[src/cvp_map.svh]
// Offsets, reset values, field positions and timing constants of the cell voltage protection block.
// Included by the package and by every design module; definitions only.
`ifndef CVP_MAP_SVH
`define CVP_MAP_SVH

// Register byte offsets on APB
`define CVP_OFF_LOCK_HI       8'h00
`define CVP_OFF_LOCK_LO       8'h04
`define CVP_OFF_OVER          8'h08
`define CVP_OFF_OVER_REC      8'h0c
`define CVP_OFF_OVER_TMR      8'h10
`define CVP_OFF_UNDER         8'h14
`define CVP_OFF_UNDER_REC     8'h18
`define CVP_OFF_UNDER_TMR     8'h1c
`define CVP_OFF_SLEEP         8'h20
`define CVP_OFF_SLEEP_TMR     8'h24
`define CVP_OFF_PRECHG        8'h28
`define CVP_OFF_STATUS        8'h2c

// Reset values
`define CVP_RST_LOCK_HI       12'he80
`define CVP_RST_LOCK_LO       12'h600
`define CVP_RST_OVER          12'he2a
`define CVP_RST_OVER_REC      12'hdd5
`define CVP_RST_TMR           11'h201
`define CVP_RST_UNDER         12'h900
`define CVP_RST_UNDER_REC     12'ha00
`define CVP_RST_SLEEP         12'h6aa
`define CVP_RST_PRECHG        12'h7aa

// Timer word layout: count in [8:0], unit in [10:9] (0 = ms, else s)
`define CVP_TMR_CNT_MSB       8
`define CVP_TMR_UNIT_MSB      10
`define CVP_TMR_UNIT_LSB      9

// Fixed figures
`define CVP_LOCK_SAMPLES      3'h5
`define CVP_PRECHG_HYST       12'h064
`define CVP_REL_EXTRA_S       13'h0003
`define CVP_MS_PER_S          13'h03e8
`define CVP_MS_NS             1000000
`define CVP_CLK_NS            50
`define CVP_MS_CYCLES         (`CVP_MS_NS / `CVP_CLK_NS)

`endif

[src/cvp_pkg.sv]
// Types shared by the cell voltage protection modules.
// Assumes cvp_map.svh on the include path.
`include "cvp_map.svh"

package cvp_pkg;

    typedef struct packed {
        logic        valid;
        logic        last;
        logic [11:0] code;
    } cvp_sample_t;

    typedef struct packed {
        logic lockout_high;
        logic lockout_low;
        logic over_condition;
        logic under_condition;
        logic sleep_level;
        logic precharge_level;
    } cvp_flags_t;

    typedef enum logic [1:0] {
        CVP_IDLE  = 2'b00,
        CVP_SETUP = 2'b01,
        CVP_DONE  = 2'b11
    } cvp_apb_t;

endpackage

[src/cvp_top.sv]
// Cell voltage protection: threshold registers on APB, per-scan comparison, qualified flags.
// Assumes one cell code per valid sample, last marks the final cell of a scan; APB slave with two wait states.
// Operation
// - Thresholds are 12-bit codes compared directly with each cell code.
// - Lockout high when any cell exceeds lockout high threshold, default e80.
// - Lockout low when any cell is below lockout low threshold, default 600.
// - Lockouts clear only when all cells meet their recovery thresholds.
// - Lockout high needs five consecutive scans above the limit.
// - Lockout low needs five consecutive scans below the limit.
// - Over condition when any cell exceeds over threshold, default e2a.
// - Over condition releases when all cells below over recovery, default dd5.
// - One timer, default 201, qualifies over detection and release.
// - Under condition when any cell below under threshold, default 900.
// - Under condition releases when all cells above under recovery, default a00.
// - Under detection qualified by programmable timer, default 201.
// - Under release waits the under timer plus three seconds.
// - Sleep level when any cell below sleep threshold, default 6aa.
// - Sleep level must persist for programmable time, default 201.
// - Precharge whenever any cell is below precharge threshold, default 7aa.
//
// Design decisions made here: register access over APB and the register offsets.
`timescale 1ns/1ps
`include "cvp_map.svh"

module cvp_top
    import cvp_pkg::*;
#(
    parameter int MS_CYCLES = `CVP_MS_CYCLES
)
(
    input  wire logic        ref_clk_in,
    input  wire logic        rst_n_in,
    input  wire cvp_sample_t sample_in,
    input  wire logic        psel_in,
    input  wire logic        penable_in,
    input  wire logic        pwrite_in,
    input  wire logic [7:0]  paddr_in,
    input  wire logic [31:0] pwdata_in,
    output logic      [31:0] prdata_out,
    output logic             pready_out,
    output logic             pslverr_out,
    output cvp_flags_t       flags_out
);
    function automatic logic [8:0] tmr_count(input logic [10:0] w);
        tmr_count = w[`CVP_TMR_CNT_MSB:0];
    endfunction

    function automatic logic tmr_is_s(input logic [10:0] w);
        tmr_is_s = (w[`CVP_TMR_UNIT_MSB:`CVP_TMR_UNIT_LSB] != 2'b00);
    endfunction

    function automatic logic addr_known(input logic [7:0] a);
        addr_known = (a[1:0] == 2'b00) && (a <= `CVP_OFF_STATUS);
    endfunction

    // Configuration registers
    logic [11:0] lock_hi_q;
    logic [11:0] lock_lo_q;
    logic [11:0] over_q;
    logic [11:0] over_rec_q;
    logic [10:0] over_tmr_q;
    logic [11:0] under_q;
    logic [11:0] under_rec_q;
    logic [10:0] under_tmr_q;
    logic [11:0] sleep_q;
    logic [10:0] sleep_tmr_q;
    logic [11:0] prechg_q;

    // APB handshake
    cvp_apb_t    apb_q;
    logic        wr_fire;
    logic        rd_fire;
    logic [31:0] rd_data;

    always_comb
    begin
        wr_fire = pready_out && psel_in && penable_in && pwrite_in && addr_known(paddr_in);
        rd_fire = (apb_q == CVP_SETUP) && psel_in && penable_in;
    end

    always_ff @(posedge ref_clk_in or negedge rst_n_in)
    begin
        if (!rst_n_in)
        begin
            apb_q <= CVP_IDLE;
        end
        else
        begin
            unique case (apb_q)
                CVP_IDLE:  apb_q <= (psel_in && penable_in) ? CVP_SETUP : CVP_IDLE;
                CVP_SETUP: apb_q <= CVP_DONE;
                CVP_DONE:  apb_q <= CVP_IDLE;
                default:   apb_q <= CVP_IDLE;
            endcase
        end
    end

    always_ff @(posedge ref_clk_in or negedge rst_n_in)
    begin
        if (!rst_n_in)
        begin
            pready_out  <= 1'b0;
            pslverr_out <= 1'b0;
            prdata_out  <= 32'h0000_0000;
        end
        else
        begin
            pready_out  <= rd_fire;
            pslverr_out <= rd_fire && !addr_known(paddr_in);
            if (rd_fire && !pwrite_in)
            begin
                prdata_out <= rd_data;
            end
        end
    end

    always_comb
    begin
        rd_data = 32'h0000_0000;
        unique case (paddr_in)
            `CVP_OFF_LOCK_HI:   rd_data = {20'h00000, lock_hi_q};
            `CVP_OFF_LOCK_LO:   rd_data = {20'h00000, lock_lo_q};
            `CVP_OFF_OVER:      rd_data = {20'h00000, over_q};
            `CVP_OFF_OVER_REC:  rd_data = {20'h00000, over_rec_q};
            `CVP_OFF_OVER_TMR:  rd_data = {21'h000000, over_tmr_q};
            `CVP_OFF_UNDER:     rd_data = {20'h00000, under_q};
            `CVP_OFF_UNDER_REC: rd_data = {20'h00000, under_rec_q};
            `CVP_OFF_UNDER_TMR: rd_data = {21'h000000, under_tmr_q};
            `CVP_OFF_SLEEP:     rd_data = {20'h00000, sleep_q};
            `CVP_OFF_SLEEP_TMR: rd_data = {21'h000000, sleep_tmr_q};
            `CVP_OFF_PRECHG:    rd_data = {20'h00000, prechg_q};
            `CVP_OFF_STATUS:    rd_data = {26'h0000000, flags_out};
            default:            rd_data = 32'h0000_0000;
        endcase
    end

    always_ff @(posedge ref_clk_in or negedge rst_n_in)
    begin
        if (!rst_n_in)
        begin
            lock_hi_q   <= `CVP_RST_LOCK_HI;
            lock_lo_q   <= `CVP_RST_LOCK_LO;
            over_q      <= `CVP_RST_OVER;
            over_rec_q  <= `CVP_RST_OVER_REC;
            over_tmr_q  <= `CVP_RST_TMR;
            under_q     <= `CVP_RST_UNDER;
            under_rec_q <= `CVP_RST_UNDER_REC;
            under_tmr_q <= `CVP_RST_TMR;
            sleep_q     <= `CVP_RST_SLEEP;
            sleep_tmr_q <= `CVP_RST_TMR;
            prechg_q    <= `CVP_RST_PRECHG;
        end
        else if (wr_fire)
        begin
            unique case (paddr_in)
                `CVP_OFF_LOCK_HI:   lock_hi_q   <= pwdata_in[11:0];
                `CVP_OFF_LOCK_LO:   lock_lo_q   <= pwdata_in[11:0];
                `CVP_OFF_OVER:      over_q      <= pwdata_in[11:0];
                `CVP_OFF_OVER_REC:  over_rec_q  <= pwdata_in[11:0];
                `CVP_OFF_OVER_TMR:  over_tmr_q  <= pwdata_in[10:0];
                `CVP_OFF_UNDER:     under_q     <= pwdata_in[11:0];
                `CVP_OFF_UNDER_REC: under_rec_q <= pwdata_in[11:0];
                `CVP_OFF_UNDER_TMR: under_tmr_q <= pwdata_in[10:0];
                `CVP_OFF_SLEEP:     sleep_q     <= pwdata_in[11:0];
                `CVP_OFF_SLEEP_TMR: sleep_tmr_q <= pwdata_in[10:0];
                `CVP_OFF_PRECHG:    prechg_q    <= pwdata_in[11:0];
                default:            lock_hi_q   <= lock_hi_q;
            endcase
        end
    end

    // Per-sample comparisons, codes compared directly
    logic [12:0] prechg_rel;
    logic        s_lock_hi;
    logic        s_lock_lo;
    logic        s_over;
    logic        s_over_nrec;
    logic        s_under;
    logic        s_under_nrec;
    logic        s_sleep;
    logic        s_prechg;
    logic        s_prechg_nrel;

    always_comb
    begin
        prechg_rel    = {1'b0, prechg_q} + {1'b0, `CVP_PRECHG_HYST};
        s_lock_hi     = sample_in.code > lock_hi_q;
        s_lock_lo     = sample_in.code < lock_lo_q;
        s_over        = sample_in.code > over_q;
        s_over_nrec   = sample_in.code >= over_rec_q;
        s_under       = sample_in.code < under_q;
        s_under_nrec  = sample_in.code <= under_rec_q;
        s_sleep       = sample_in.code < sleep_q;
        s_prechg      = sample_in.code < prechg_q;
        s_prechg_nrel = {1'b0, sample_in.code} <= prechg_rel;
    end

    // Scan accumulators: any-cell flags gathered until the last sample
    logic [8:0] acc_q;
    logic [8:0] acc_now;
    logic [8:0] scan_q;

    always_comb
    begin
        acc_now = acc_q | {s_lock_hi, s_lock_lo, s_over, s_over_nrec, s_under,
                           s_under_nrec, s_sleep, s_prechg, s_prechg_nrel};
    end

    always_ff @(posedge ref_clk_in or negedge rst_n_in)
    begin
        if (!rst_n_in)
        begin
            acc_q  <= 9'h000;
            scan_q <= 9'h000;
        end
        else if (sample_in.valid)
        begin
            acc_q <= sample_in.last ? 9'h000 : acc_now;
            if (sample_in.last)
            begin
                scan_q <= acc_now;
            end
        end
    end

    logic scan_done;
    logic any_lock_hi;
    logic any_lock_lo;

    always_comb
    begin
        scan_done   = sample_in.valid && sample_in.last;
        any_lock_hi = acc_now[8];
        any_lock_lo = acc_now[7];
    end

    // Lockouts count consecutive scans
    logic [2:0] hi_cnt_q;
    logic [2:0] lo_cnt_q;
    logic       lock_hi_flag_q;
    logic       lock_lo_flag_q;

    always_ff @(posedge ref_clk_in or negedge rst_n_in)
    begin
        if (!rst_n_in)
        begin
            hi_cnt_q       <= 3'h0;
            lock_hi_flag_q <= 1'b0;
        end
        else if (scan_done)
        begin
            hi_cnt_q <= any_lock_hi ? ((hi_cnt_q == `CVP_LOCK_SAMPLES) ? hi_cnt_q : hi_cnt_q + 3'h1) : 3'h0;
            if (any_lock_hi && (hi_cnt_q + 3'h1 >= `CVP_LOCK_SAMPLES))
            begin
                lock_hi_flag_q <= 1'b1;
            end
            else if (!acc_now[5])
            begin
                lock_hi_flag_q <= 1'b0;
            end
        end
    end

    always_ff @(posedge ref_clk_in or negedge rst_n_in)
    begin
        if (!rst_n_in)
        begin
            lo_cnt_q       <= 3'h0;
            lock_lo_flag_q <= 1'b0;
        end
        else if (scan_done)
        begin
            lo_cnt_q <= any_lock_lo ? ((lo_cnt_q == `CVP_LOCK_SAMPLES) ? lo_cnt_q : lo_cnt_q + 3'h1) : 3'h0;
            if (any_lock_lo && (lo_cnt_q + 3'h1 >= `CVP_LOCK_SAMPLES))
            begin
                lock_lo_flag_q <= 1'b1;
            end
            else if (!acc_now[3])
            begin
                lock_lo_flag_q <= 1'b0;
            end
        end
    end

    // Timed conditions
    logic tick_ms;
    logic tick_s;
    logic over_flag;
    logic under_flag;
    logic sleep_flag;
    logic prechg_q_flag;

    cvp_tick_gen #(
        .MS_CYCLES (MS_CYCLES)
    ) u_tick (
        .ref_clk_in  (ref_clk_in),
        .rst_n_in    (rst_n_in),
        .tick_ms_out (tick_ms),
        .tick_s_out  (tick_s)
    );

    cvp_qualifier u_over (
        .ref_clk_in    (ref_clk_in),
        .rst_n_in      (rst_n_in),
        .tick_ms_in    (tick_ms),
        .tick_s_in     (tick_s),
        .detect_in     (scan_q[6]),
        .release_in    (!scan_q[5]),
        .det_count_in  (tmr_count(over_tmr_q)),
        .det_unit_s_in (tmr_is_s(over_tmr_q)),
        .rel_count_in  (tmr_count(over_tmr_q)),
        .rel_unit_s_in (tmr_is_s(over_tmr_q)),
        .rel_extra_in  (1'b0),
        .flag_out      (over_flag)
    );

    cvp_qualifier u_under (
        .ref_clk_in    (ref_clk_in),
        .rst_n_in      (rst_n_in),
        .tick_ms_in    (tick_ms),
        .tick_s_in     (tick_s),
        .detect_in     (scan_q[4]),
        .release_in    (!scan_q[3]),
        .det_count_in  (tmr_count(under_tmr_q)),
        .det_unit_s_in (tmr_is_s(under_tmr_q)),
        .rel_count_in  (tmr_count(under_tmr_q)),
        .rel_unit_s_in (tmr_is_s(under_tmr_q)),
        .rel_extra_in  (1'b1),
        .flag_out      (under_flag)
    );

    // Sleep releases as soon as no cell is below the level
    cvp_qualifier u_sleep (
        .ref_clk_in    (ref_clk_in),
        .rst_n_in      (rst_n_in),
        .tick_ms_in    (tick_ms),
        .tick_s_in     (tick_s),
        .detect_in     (scan_q[2]),
        .release_in    (!scan_q[2]),
        .det_count_in  (tmr_count(sleep_tmr_q)),
        .det_unit_s_in (tmr_is_s(sleep_tmr_q)),
        .rel_count_in  (9'h000),
        .rel_unit_s_in (1'b0),
        .rel_extra_in  (1'b0),
        .flag_out      (sleep_flag)
    );

    always_ff @(posedge ref_clk_in or negedge rst_n_in)
    begin
        if (!rst_n_in)
        begin
            prechg_q_flag <= 1'b0;
        end
        else if (scan_done)
        begin
            if (acc_now[1])
            begin
                prechg_q_flag <= 1'b1;
            end
            else if (!acc_now[0])
            begin
                prechg_q_flag <= 1'b0;
            end
        end
    end

    always_ff @(posedge ref_clk_in or negedge rst_n_in)
    begin
        if (!rst_n_in)
        begin
            flags_out <= '0;
        end
        else
        begin
            flags_out.lockout_high    <= lock_hi_flag_q;
            flags_out.lockout_low     <= lock_lo_flag_q;
            flags_out.over_condition  <= over_flag;
            flags_out.under_condition <= under_flag;
            flags_out.sleep_level     <= sleep_flag;
            flags_out.precharge_level <= prechg_q_flag;
        end
    end

    a_lock_hi_five: assert property (@(posedge ref_clk_in) disable iff (!rst_n_in)
        $rose(lock_hi_flag_q) |-> $past(hi_cnt_q) >= 3'h4)
        else $error("high lockout set before five scans");

    a_lock_lo_five: assert property (@(posedge ref_clk_in) disable iff (!rst_n_in)
        $rose(lock_lo_flag_q) |-> $past(lo_cnt_q) >= 3'h4)
        else $error("low lockout set before five scans");

    a_lock_hi_clear: assert property (@(posedge ref_clk_in) disable iff (!rst_n_in)
        $fell(lock_hi_flag_q) |-> $past(scan_done) && !$past(acc_now[5]))
        else $error("high lockout cleared without recovery");

    a_lock_lo_clear: assert property (@(posedge ref_clk_in) disable iff (!rst_n_in)
        $fell(lock_lo_flag_q) |-> $past(scan_done) && !$past(acc_now[3]))
        else $error("low lockout cleared without recovery");

    a_over_cause: assert property (@(posedge ref_clk_in) disable iff (!rst_n_in)
        $rose(over_flag) |-> $past(scan_q[6]))
        else $error("over condition without a high cell");

    a_under_release: assert property (@(posedge ref_clk_in) disable iff (!rst_n_in)
        $fell(under_flag) |-> !$past(scan_q[3]))
        else $error("under released while a cell is low");

    a_prechg_set: assert property (@(posedge ref_clk_in) disable iff (!rst_n_in)
        scan_done && acc_now[1] |=> prechg_q_flag)
        else $error("precharge not entered");

    a_prechg_hold: assert property (@(posedge ref_clk_in) disable iff (!rst_n_in)
        scan_done && acc_now[0] && prechg_q_flag |=> prechg_q_flag)
        else $error("precharge left inside hysteresis");

    a_apb_ready: assert property (@(posedge ref_clk_in) disable iff (!rst_n_in)
        rd_fire |=> pready_out ##1 !pready_out)
        else $error("ready not a single pulse");

    a_flag_out_lag: assert property (@(posedge ref_clk_in) disable iff (!rst_n_in)
        flags_out.lockout_high == $past(lock_hi_flag_q))
        else $error("lockout output does not follow its flag");
endmodule // cvp_top

[src/cvp_tick_gen.sv]
// Millisecond and second tick pulses from the system clock.
// Assumes one clock; MS_CYCLES is the clock count per millisecond.
`timescale 1ns/1ps
`include "cvp_map.svh"

module cvp_tick_gen
    import cvp_pkg::*;
#(
    parameter int MS_CYCLES = `CVP_MS_CYCLES
)
(
    input  wire logic ref_clk_in,
    input  wire logic rst_n_in,
    output logic      tick_ms_out,
    output logic      tick_s_out
);
    logic [15:0] div_q;
    logic [12:0] ms_q;

    always_ff @(posedge ref_clk_in or negedge rst_n_in)
    begin
        if (!rst_n_in)
        begin
            div_q       <= 16'h0000;
            ms_q        <= 13'h0000;
            tick_ms_out <= 1'b0;
            tick_s_out  <= 1'b0;
        end
        else
        begin
            tick_ms_out <= 1'b0;
            tick_s_out  <= 1'b0;
            if (div_q == 16'(MS_CYCLES - 1))
            begin
                div_q       <= 16'h0000;
                tick_ms_out <= 1'b1;
                if (ms_q == `CVP_MS_PER_S - 13'h0001)
                begin
                    ms_q       <= 13'h0000;
                    tick_s_out <= 1'b1;
                end
                else
                begin
                    ms_q <= ms_q + 13'h0001;
                end
            end
            else
            begin
                div_q <= div_q + 16'h0001;
            end
        end
    end
endmodule // cvp_tick_gen

[src/cvp_qualifier.sv]
// Holds a condition flag that sets after detection persists and clears after release persists.
// Assumes level inputs refreshed once per scan and tick pulses from cvp_tick_gen.
`timescale 1ns/1ps
`include "cvp_map.svh"

module cvp_qualifier
    import cvp_pkg::*;
(
    input  wire logic        ref_clk_in,
    input  wire logic        rst_n_in,
    input  wire logic        tick_ms_in,
    input  wire logic        tick_s_in,
    input  wire logic        detect_in,
    input  wire logic        release_in,
    input  wire logic [8:0]  det_count_in,
    input  wire logic        det_unit_s_in,
    input  wire logic [8:0]  rel_count_in,
    input  wire logic        rel_unit_s_in,
    input  wire logic        rel_extra_in,
    output logic             flag_out
);
    logic [12:0] cnt_q;
    logic [12:0] target;
    logic        unit_s;
    logic        active;
    logic        tick;

    always_comb
    begin
        unit_s = flag_out ? rel_unit_s_in : det_unit_s_in;
        active = flag_out ? release_in : detect_in;
        tick   = unit_s ? tick_s_in : tick_ms_in;
        target = {4'h0, flag_out ? rel_count_in : det_count_in};
        // Release may carry a fixed extra time in the chosen unit
        if (flag_out && rel_extra_in)
        begin
            target = target + (unit_s ? `CVP_REL_EXTRA_S : 13'(`CVP_REL_EXTRA_S * `CVP_MS_PER_S));
        end
    end

    always_ff @(posedge ref_clk_in or negedge rst_n_in)
    begin
        if (!rst_n_in)
        begin
            cnt_q    <= 13'h0000;
            flag_out <= 1'b0;
        end
        else if (!active)
        begin
            cnt_q <= 13'h0000;
        end
        else if (cnt_q >= target)
        begin
            cnt_q    <= 13'h0000;
            flag_out <= !flag_out;
        end
        else if (tick)
        begin
            cnt_q <= cnt_q + 13'h0001;
        end
    end

    a_flag_needs_cause: assert property (@(posedge ref_clk_in) disable iff (!rst_n_in)
        (flag_out != $past(flag_out)) |-> $past(active))
        else $error("flag toggled without a persisting cause");
endmodule // cvp_qualifier

[config.mk]
export PLATFORM = sky130hd
export DESIGN_NAME = cvp_top
export DESIGN_NICKNAME = d
export VERILOG_FILES = /design/src/cvp_pkg.sv /design/src/cvp_top.sv /design/src/cvp_tick_gen.sv /design/src/cvp_qualifier.sv
export VERILOG_INCLUDE_DIRS = /design/src
export SDC_FILE = /design/constraint.sdc
export NUM_CORES = 1
export LEC_CHECK = 0
export BUFFER_PORTS_ARGS = -buffer_cell sky130_fd_sc_hd__buf_2
export CAP_MARGIN = 25
export CORE_ASPECT_RATIO = 0.8
export CORE_MARGIN = 1.5
export CORE_UTILIZATION = 57
export CTS_BUF_LIST = sky130_fd_sc_hd__clkbuf_4 sky130_fd_sc_hd__clkbuf_8
export DETAILED_ROUTE_END_ITERATION = 10
export GPL_TIMING_DRIVEN = 0
export PLACE_DENSITY = 0.79
export SYNTH_ARGS = -nofsm -noshare
export SYNTH_HDL_FRONTEND = slang
export SYNTH_SLANG_ARGS = --single-unit
export TNS_END_PERCENT = 100
[constraint.sdc]
create_clock -name ref_clk_in -period 4 [get_ports ref_clk_in]
set_clock_uncertainty 0.2 [all_clocks]
set_input_delay 0.4 -clock ref_clk_in [delete_from_list [all_inputs] [get_ports ref_clk_in]]
set_output_delay 0.4 -clock ref_clk_in [all_outputs]
set_load 0.02 [all_outputs]
; Word-level counts from Yosys, hierarchy flattened
; Cells that the tools add are included.
[totals]
reg_bits = 269
input_bits = 59
out_inout_bits = 40
word_cells = 172
[classes]
add_sub_neg = 9
order_cmp = 15
eq_ne = 24
mux = 38
n_bitwise = 1
n_reduce_logical = 47
[ops]
columns = op, n
row1 = 12-bit case mux with 12 select lines, 1
row2 = 13-bit 2-to-1 mux, 11
row3 = 13-bit by 1-bit adder with 13-bit output (second input constant), 4
row4 = 12-bit less-than comparator, 4
row5 = 2-bit AND reduction, 20
row6 = 8-bit by 5-bit == test with 1-bit output (second input constant), 4
row7 = 8-bit by 6-bit == test with 1-bit output (second input constant), 4
row8 = 13-bit by 9-bit greater-or-equal comparator with 1-bit output, 2
row9 = 12-bit > comparator, 2
row10 = 9-bit 2-to-1 mux, 2
row11 = 1-bit 2-to-1 mux, 17
row12 = 16-bit by 1-bit adder with 16-bit output (second input constant), 1
row13 = 16-bit by 15-bit == test with 1-bit output (second input constant), 1
row14 = 8-bit by 4-bit == test with 1-bit output (second input constant), 2
row15 = 16-bit 2-to-1 mux, 1
row16 = 12-bit by 7-bit adder with 13-bit output (second input constant), 1
row17 = 9-bit by 13-bit adder with 13-bit output, 1
row18 = 13-bit by 10-bit == test with 1-bit output (second input constant), 1
row19 = 13-bit greater-or-equal comparator, 1
row20 = 12-bit by 13-bit less-or-equal comparator with 1-bit output, 1
row21 = 1-bit logical AND, 13
row22 = 12-bit greater-or-equal comparator, 1
row23 = 12-bit less-or-equal comparator, 1
row24 = 12-bit 2-to-1 mux, 1
row25 = other kinds (16), 37

; Logic depth before layout (Yosys ltp)
[depth]
word_depth = 7
depth_mapped = 16
ltp_nobuf = 15

; Hierarchy
; From an unflattened synthesis, not the netlist that was laid out.
[hier_totals]
cells_unflattened = 1698
area_unflattened_um2 = 17000.1
[modules_own_cells]
columns = mod, n_inst, cells_each, area_each_um2, seq_area_each_um2
row1 = cvp_top, 1, 1015, 10736.5, 4408.0
row2 = cvp_qualifier at u_sleep ..., 2, 181, 1609.0, 350.3
row3 = cvp_qualifier at u_over, 1, 183, 1582.8, 350.3
row4 = cvp_tick_gen, 1, 138, 1462.7, 775.7

; Worst setup path before layout
; Ideal clock, no wire load.
[synth_timing]
path_type = flip-flop to flip-flop
start = register under_tmr_q[10]
end = register u_under.cnt_q[10]
setup_ps = 86
arrival_ps = 3783
required_time_ps = 3714
slack_ps = -69
path_stages_with_launch = 16
n_path_buf = 1
period_less_slack_ps = 4069
path_cell_list = dfrtp_1 > nor2_1 > clkinv_1 > ha_1 > fa_1 > and2_1 > maj3_1 > o21ai_0 > a21oi_1 > o311ai_0 > ha_1 > a21o_1 > a211oi_1 > o211ai_1 > clkbuf_1 > nor3_1
[synth_between]
elab_chain_len = 7
word_cells_on_any_way = 9
classes_between = add/sub (1) / order compare (1) / eq/ne (1) / mux (5) / reduce/logical (1)
[synth_lines]
columns = item, line_no
row1 = start: declaration, cvp_top.sv:64  ; logic [10:0] under_tmr_q;
row2 = start signal: assignment, cvp_top.sv:148  ; under_tmr_q <= `CVP_RST_TMR;
row3 = start signal: assignment, cvp_top.sv:163  ; `CVP_OFF_UNDER_TMR: under_tmr_q <= pwdata_in[10:0];
row4 = 2-bit nonzero test (*), cvp_top.sv:49  ; tmr_is_s = (w[`CVP_TMR_UNIT_MSB:`CVP_TMR_UNIT_LSB] != 2'b00);
row5 = 12-bit 2-to-1 mux, cvp_qualifier.sv:37  ; target = target + (unit_s ? `CVP_REL_EXTRA_S : 13'(`CVP_REL_EXTRA_S * `CVP_MS_PER_S));
row6 = 9-bit by 13-bit adder with 13-bit output, cvp_qualifier.sv:37
row7 = 13-bit 2-to-1 mux, cvp_qualifier.sv:35  ; if (flag_out && rel_extra_in)
row8 = 13-bit greater-or-equal comparator, cvp_qualifier.sv:52  ; else if (cnt_q >= target)
row9 = 13-bit 2-to-1 mux, cvp_qualifier.sv:52
row10 = 13-bit 2-to-1 mux, cvp_qualifier.sv:48  ; else if (!active)
row11 = end signal: assignment, cvp_qualifier.sv:59  ; cnt_q <= cnt_q + 13'h0001;
row12 = end: declaration, cvp_qualifier.sv:22  ; logic [12:0] cnt_q;
; Mark *: on every way between the ends. The rest lies on a longest branch, timed or not.
; A chain may end at the register's enable or synchronous reset.

; Final worst setup path
[layout_timing]
start = register under_tmr_q[10]
end = register u_under.flag_out
[layout_between]
elab_chain_len = 6
[layout_lines]
columns = item, line_no
row1 = 2-bit nonzero test, cvp_top.sv:49
row2 = 12-bit 2-to-1 mux, cvp_qualifier.sv:37
row3 = 9-bit by 13-bit adder with 13-bit output, cvp_qualifier.sv:37
row4 = 13-bit 2-to-1 mux, cvp_qualifier.sv:35
row5 = 13-bit greater-or-equal comparator, cvp_qualifier.sv:52
row6 = 2-bit AND reduction (no line), --
row7 = end signal: assignment, cvp_qualifier.sv:55  ; flag_out <= !flag_out;
row8 = end: declaration, cvp_qualifier.sv:20  ; output logic flag_out
; No other way between the ends.

==> impl_results.md <==
- Boundary pin count: 99
- Fmax: 259 MHz
- Final antenna-violating net count: 0
- Switch Pwr: 1.78 mW
- Syn Area/Cell: 10.1 um^2
- DR top layer: met5
- Synthesized netlist cell count: 1524
- Distinct cells, synth: 85
- Crit-path leading delay family: adder cells
- Initial standard-cell utilization of the core: 58.2%
- Crit path setup slack, layout: 0.133 ns
- Worst VDD drop: 212 uV
- Number of antenna violations at the first check in global routing: 4
- Clock Root Buffer: sky130_fd_sc_hd__clkbuf_8
- Worst-path cell with the longest stage delay: sky130_fd_sc_hd__dfrtp_1
- DR iter-0 viols: 1130
- Commonest non-fill, non-tap cell in the layout: sky130_fd_sc_hd__dfrtp_1
- Required time of the critical path: 4.23 ns
- Number of placement rows: 53
- Clock transition at the registers of the reported paths: 0.07 ns
- Placer Congestion: 0.978
- Drt first pass iters: 5
- Top fanout value on the critical path: 5
- Number of warnings reported in the yosys synthesis log: 0
- Combinational Power Share: 15.4%
- Final non-filler cell area: 17400 um^2
- Global route total overflow: 0
- Leading cell types in the layout, fill and taps excluded: sky130_fd_sc_hd__dfrtp_1, sky130_fd_sc_hd__ha_1, sky130_fd_sc_hd__inv_1, sky130_fd_sc_hd__nand2_1, sky130_fd_sc_hd__nor2_1
- Fraction of final layout cells with drive strength greater than 1: 18.6%
- Sw frac: 29.3%
- Standard cell core area: 26400 um^2
- Count of final setup violators: 0
- Sequential Power Share: 46.0%
- Finished Layout Cells: 2056
- Final period demand of the worst path: 3.87 ns
- Headroom to the max-slew limit: 28.8%
- Detail Placement HPWL: 33.8 mm
- Share of the clock period used by the worst path after layout: 96.7%
- Total number of clock tree sinks: 247
- Critical path startpoint category: flop
- Clock share of power: 38.6%
- Number of nets in the final layout: 1875
- Post-synth top area share: 33.2%
- DR DRC count: 0
- Clock tree from TritonCTS: yes
- Number of filler cells placed in the layout: 2084
- Number of global-route vias before repair: 12385
- Routed met2 length: 19.9 mm
- First-pass GRT wire length: 71.1 mm
- Mean number of vias per cell: 6.20
- Largest cells by area after synthesis: sky130_fd_sc_hd__dfrtp_1, sky130_fd_sc_hd__ha_1, sky130_fd_sc_hd__dfstp_2
- Critical path buffers and inverters: 2
- Number of input and output port buffers inserted: 55
- Final number of max-transition violations: 0
- Total Power Consumption: 6.08 mW
- Run status: finished clean
- Placed Area: 16300 um^2
- Area of the multi-input gates: 8450 um^2
- Die Footprint: 28000 um^2
- Die Height: 150 um
- Placed instance count: 1964
- Most used flip-flop cell after synthesis: sky130_fd_sc_hd__dfrtp_1
- Pin count of the biggest net entering global routing: 100
- Footprint of the flip-flops and latches: 6230 um^2
- Min-Delay Path Class: in -> reg
- Proportion of register bits with asynchronous set or reset after synthesis: 100%
- Post-Place Worst Slack: -0.601 ns
- Worst endpoint data arrival time: 4.09 ns
- Worst setup path category: reg -> reg
- Final Hold Vio Count: 0
- Routed len/inst: 22.5 um
- Mapped cell area: 15400 um^2
- Number of register bits inferred by synthesis: 247
- Number of flops mapped to enable cells by yosys: 0
- Transition at the pin with the smallest max-transition slack: 1.06 ns
- Number of buffers created by CTS: 40
- Total length of routed wires: 46.3 mm
- Most frequent cell on the critical path: sky130_fd_sc_hd__ha_1
- RSZ-0062 raised after global routing: yes
- Count of maximum capacitance violations: 0
- Worst path cell trace: nor2_2 -> clkinv_2 -> ha_1 -> fa_1 -> and2_1 -> maj3_2 -> o31ai_1 -> a21oi_1 -> xor2_1 -> ha_1 -> buf_4 -> a211oi_4 -> a211oi_1 -> or3_1
- Number of H-tree branching levels: 2
- Via count: 12742
- Leakage component of the power: 8.12 nW
- Synthesis-to-layout area growth: 13.1%
- Total Routing Usage GR: 33.3%
- Worst skew pair latency: 0.56 ns
- Power per Cell Area: 350 nW/um^2
- DRT met1 WL: 20.2 mm
- Horizontal extent of the die: 187 um
- Met3 routed wirelength: 4.55 mm
- Yosys top cell by area: sky130_fd_sc_hd__dfrtp_1
- CP max stage delay: 0.40 ns
- Sequential share of the synthesized area: 40.6%
- Largest buffer count on any clock path: 3
- Endpoint class of the critical path: flop
- Internal power: 4.30 mW
==> repair_timing <==
action                                  in CTS  in global routing
pin swaps                                    2                  4
gates resized for setup                      9                 12
hold endpoints to repair                    77                  0
buffers inserted                             2                  1
endpoints found under the setup margin      14                 14
hold buffers                                15                  0
==> worst reg2reg max path, delay by kind of cell (launching register included) <==
| family | cells | cell delay [ns] |
|---|---|---|
| DFF | 1 | 0.40 |
| and+or+nand+nor | 3 | 0.71 |
| buffers and inverters | 2 | 0.25 |
| AOI/OAI and AO/OA | 4 | 0.76 |
| xor gates and xnor gates | 1 | 0.15 |
| adders and majority gates | 4 | 1.30 |
==> layout make-up <==
class                           instances  share of cell area, %
Antenna cell                            1                 0.0144
Timing Repair Buffer                   77                   3.04
Clock inverter                          3                  0.115
Multi-Input combinational cell       1108                   48.6
Buffer                                 78                   2.44
Sequential cell                       247                   35.9
Inverter                              116                   2.51
Clock buffer                           69                   4.82
Tap cell                              357                   2.57
==> stage by stage <==
| step | utilization (%) | hold WS, ns | setup TNS, ns |
|---|---|---|---|
| floorplan | - | -0.0956 | 0 |
| global route | 65.8 | 0.0282 | -0.208 |
| detailed placement | 61.6 | 0.172 | -6.59 |
| finish | 65.8 | 0.0336 | 0 |
| CTS | 65.6 | 0.0168 | 0 |
| global placement | 61.3 | 0.160 | -440.26 |
==> synthesized netlist by cell type, types with 36 or more instances <==
library cell	instances
sky130_fd_sc_hd__a21oi_1	57
sky130_fd_sc_hd__clkbuf_1	38
sky130_fd_sc_hd__dfrtp_1	204
sky130_fd_sc_hd__dfstp_2	43
sky130_fd_sc_hd__ha_1	147
sky130_fd_sc_hd__inv_1	114
sky130_fd_sc_hd__mux2_1	46
sky130_fd_sc_hd__mux2_2	48
sky130_fd_sc_hd__nand2_1	113
sky130_fd_sc_hd__nand3_1	36
sky130_fd_sc_hd__nor2_1	86
sky130_fd_sc_hd__o21ai_0	75
sky130_fd_sc_hd__xnor2_1	36
==> metal layers <==
layer / vias to the layer above / GRT usage, %
li1: 5772 / -
met1: 6249 / 45.9
met2: 595 / 50.7
met3: 124 / 8.18
met4: 2 / 13.2
met5: - / 0
==> sequential cells by signal, indices dropped and copies added, names as in the netlist, 13 cells and up <==
name	cells
u_tick.div_q	16
u_sleep.cnt_q	13
u_under.cnt_q	13
u_over.cnt_q	13
u_tick.ms_q	13
==> power groups by stage <==
stage	Combinational (mW)	Clock (mW)	Sequential, mW
floorplan	0.443	0	2.88
global placement	0.851	0	2.82
detailed placement	0.891	0	2.83
CTS	0.916	2.37	2.79
global route	1.02	2.48	2.81
finish	0.933	2.35	2.80
==> cell families (layout without fill, tap and decap cells) <==
group,Yosys count,in the layout,share of synthesized area [%]
buffers and inverters,194,343,5.54
XOR/XNOR,65,65,3.70
multiplexers,132,132,10.3
AND/OR/NAND/NOR,424,424,14.4
AO/OA/AOI/OAI,312,312,13.3
flip-flops,247,247,40.6
other,1,27,0.0244
adder cells (fa/ha/maj),149,149,12.2
==> path summary, 6_finish.rpt <==
kind / from / endpoint / slack [ns] / cells past startpoint
min: pwdata_in[11] / over_rec_q[11]$_DFFE_PN1P_ / 0.03 / 3
max reg2reg: under_tmr_q[10]$_DFFE_PN0P_ / u_under.flag_out$_DFFE_PN0P_ / 0.13 / 14
max in group asynchronous: rst_n_in / u_tick.ms_q[6]$_DFFE_PN0P_ / 2.55 / 3
max: under_tmr_q[10]$_DFFE_PN0P_ / u_under.flag_out$_DFFE_PN0P_ / 0.13 / 14
min reg2reg: lock_lo_flag_q$_DFFE_PN0P_ / flags_out[4]$_DFF_PN0_ / 0.19 / 0
min in group asynchronous: rst_n_in / acc_q[0]$_DFFE_PN0P_ / 0.16 / 2
(Power assumes the default switching activity.)
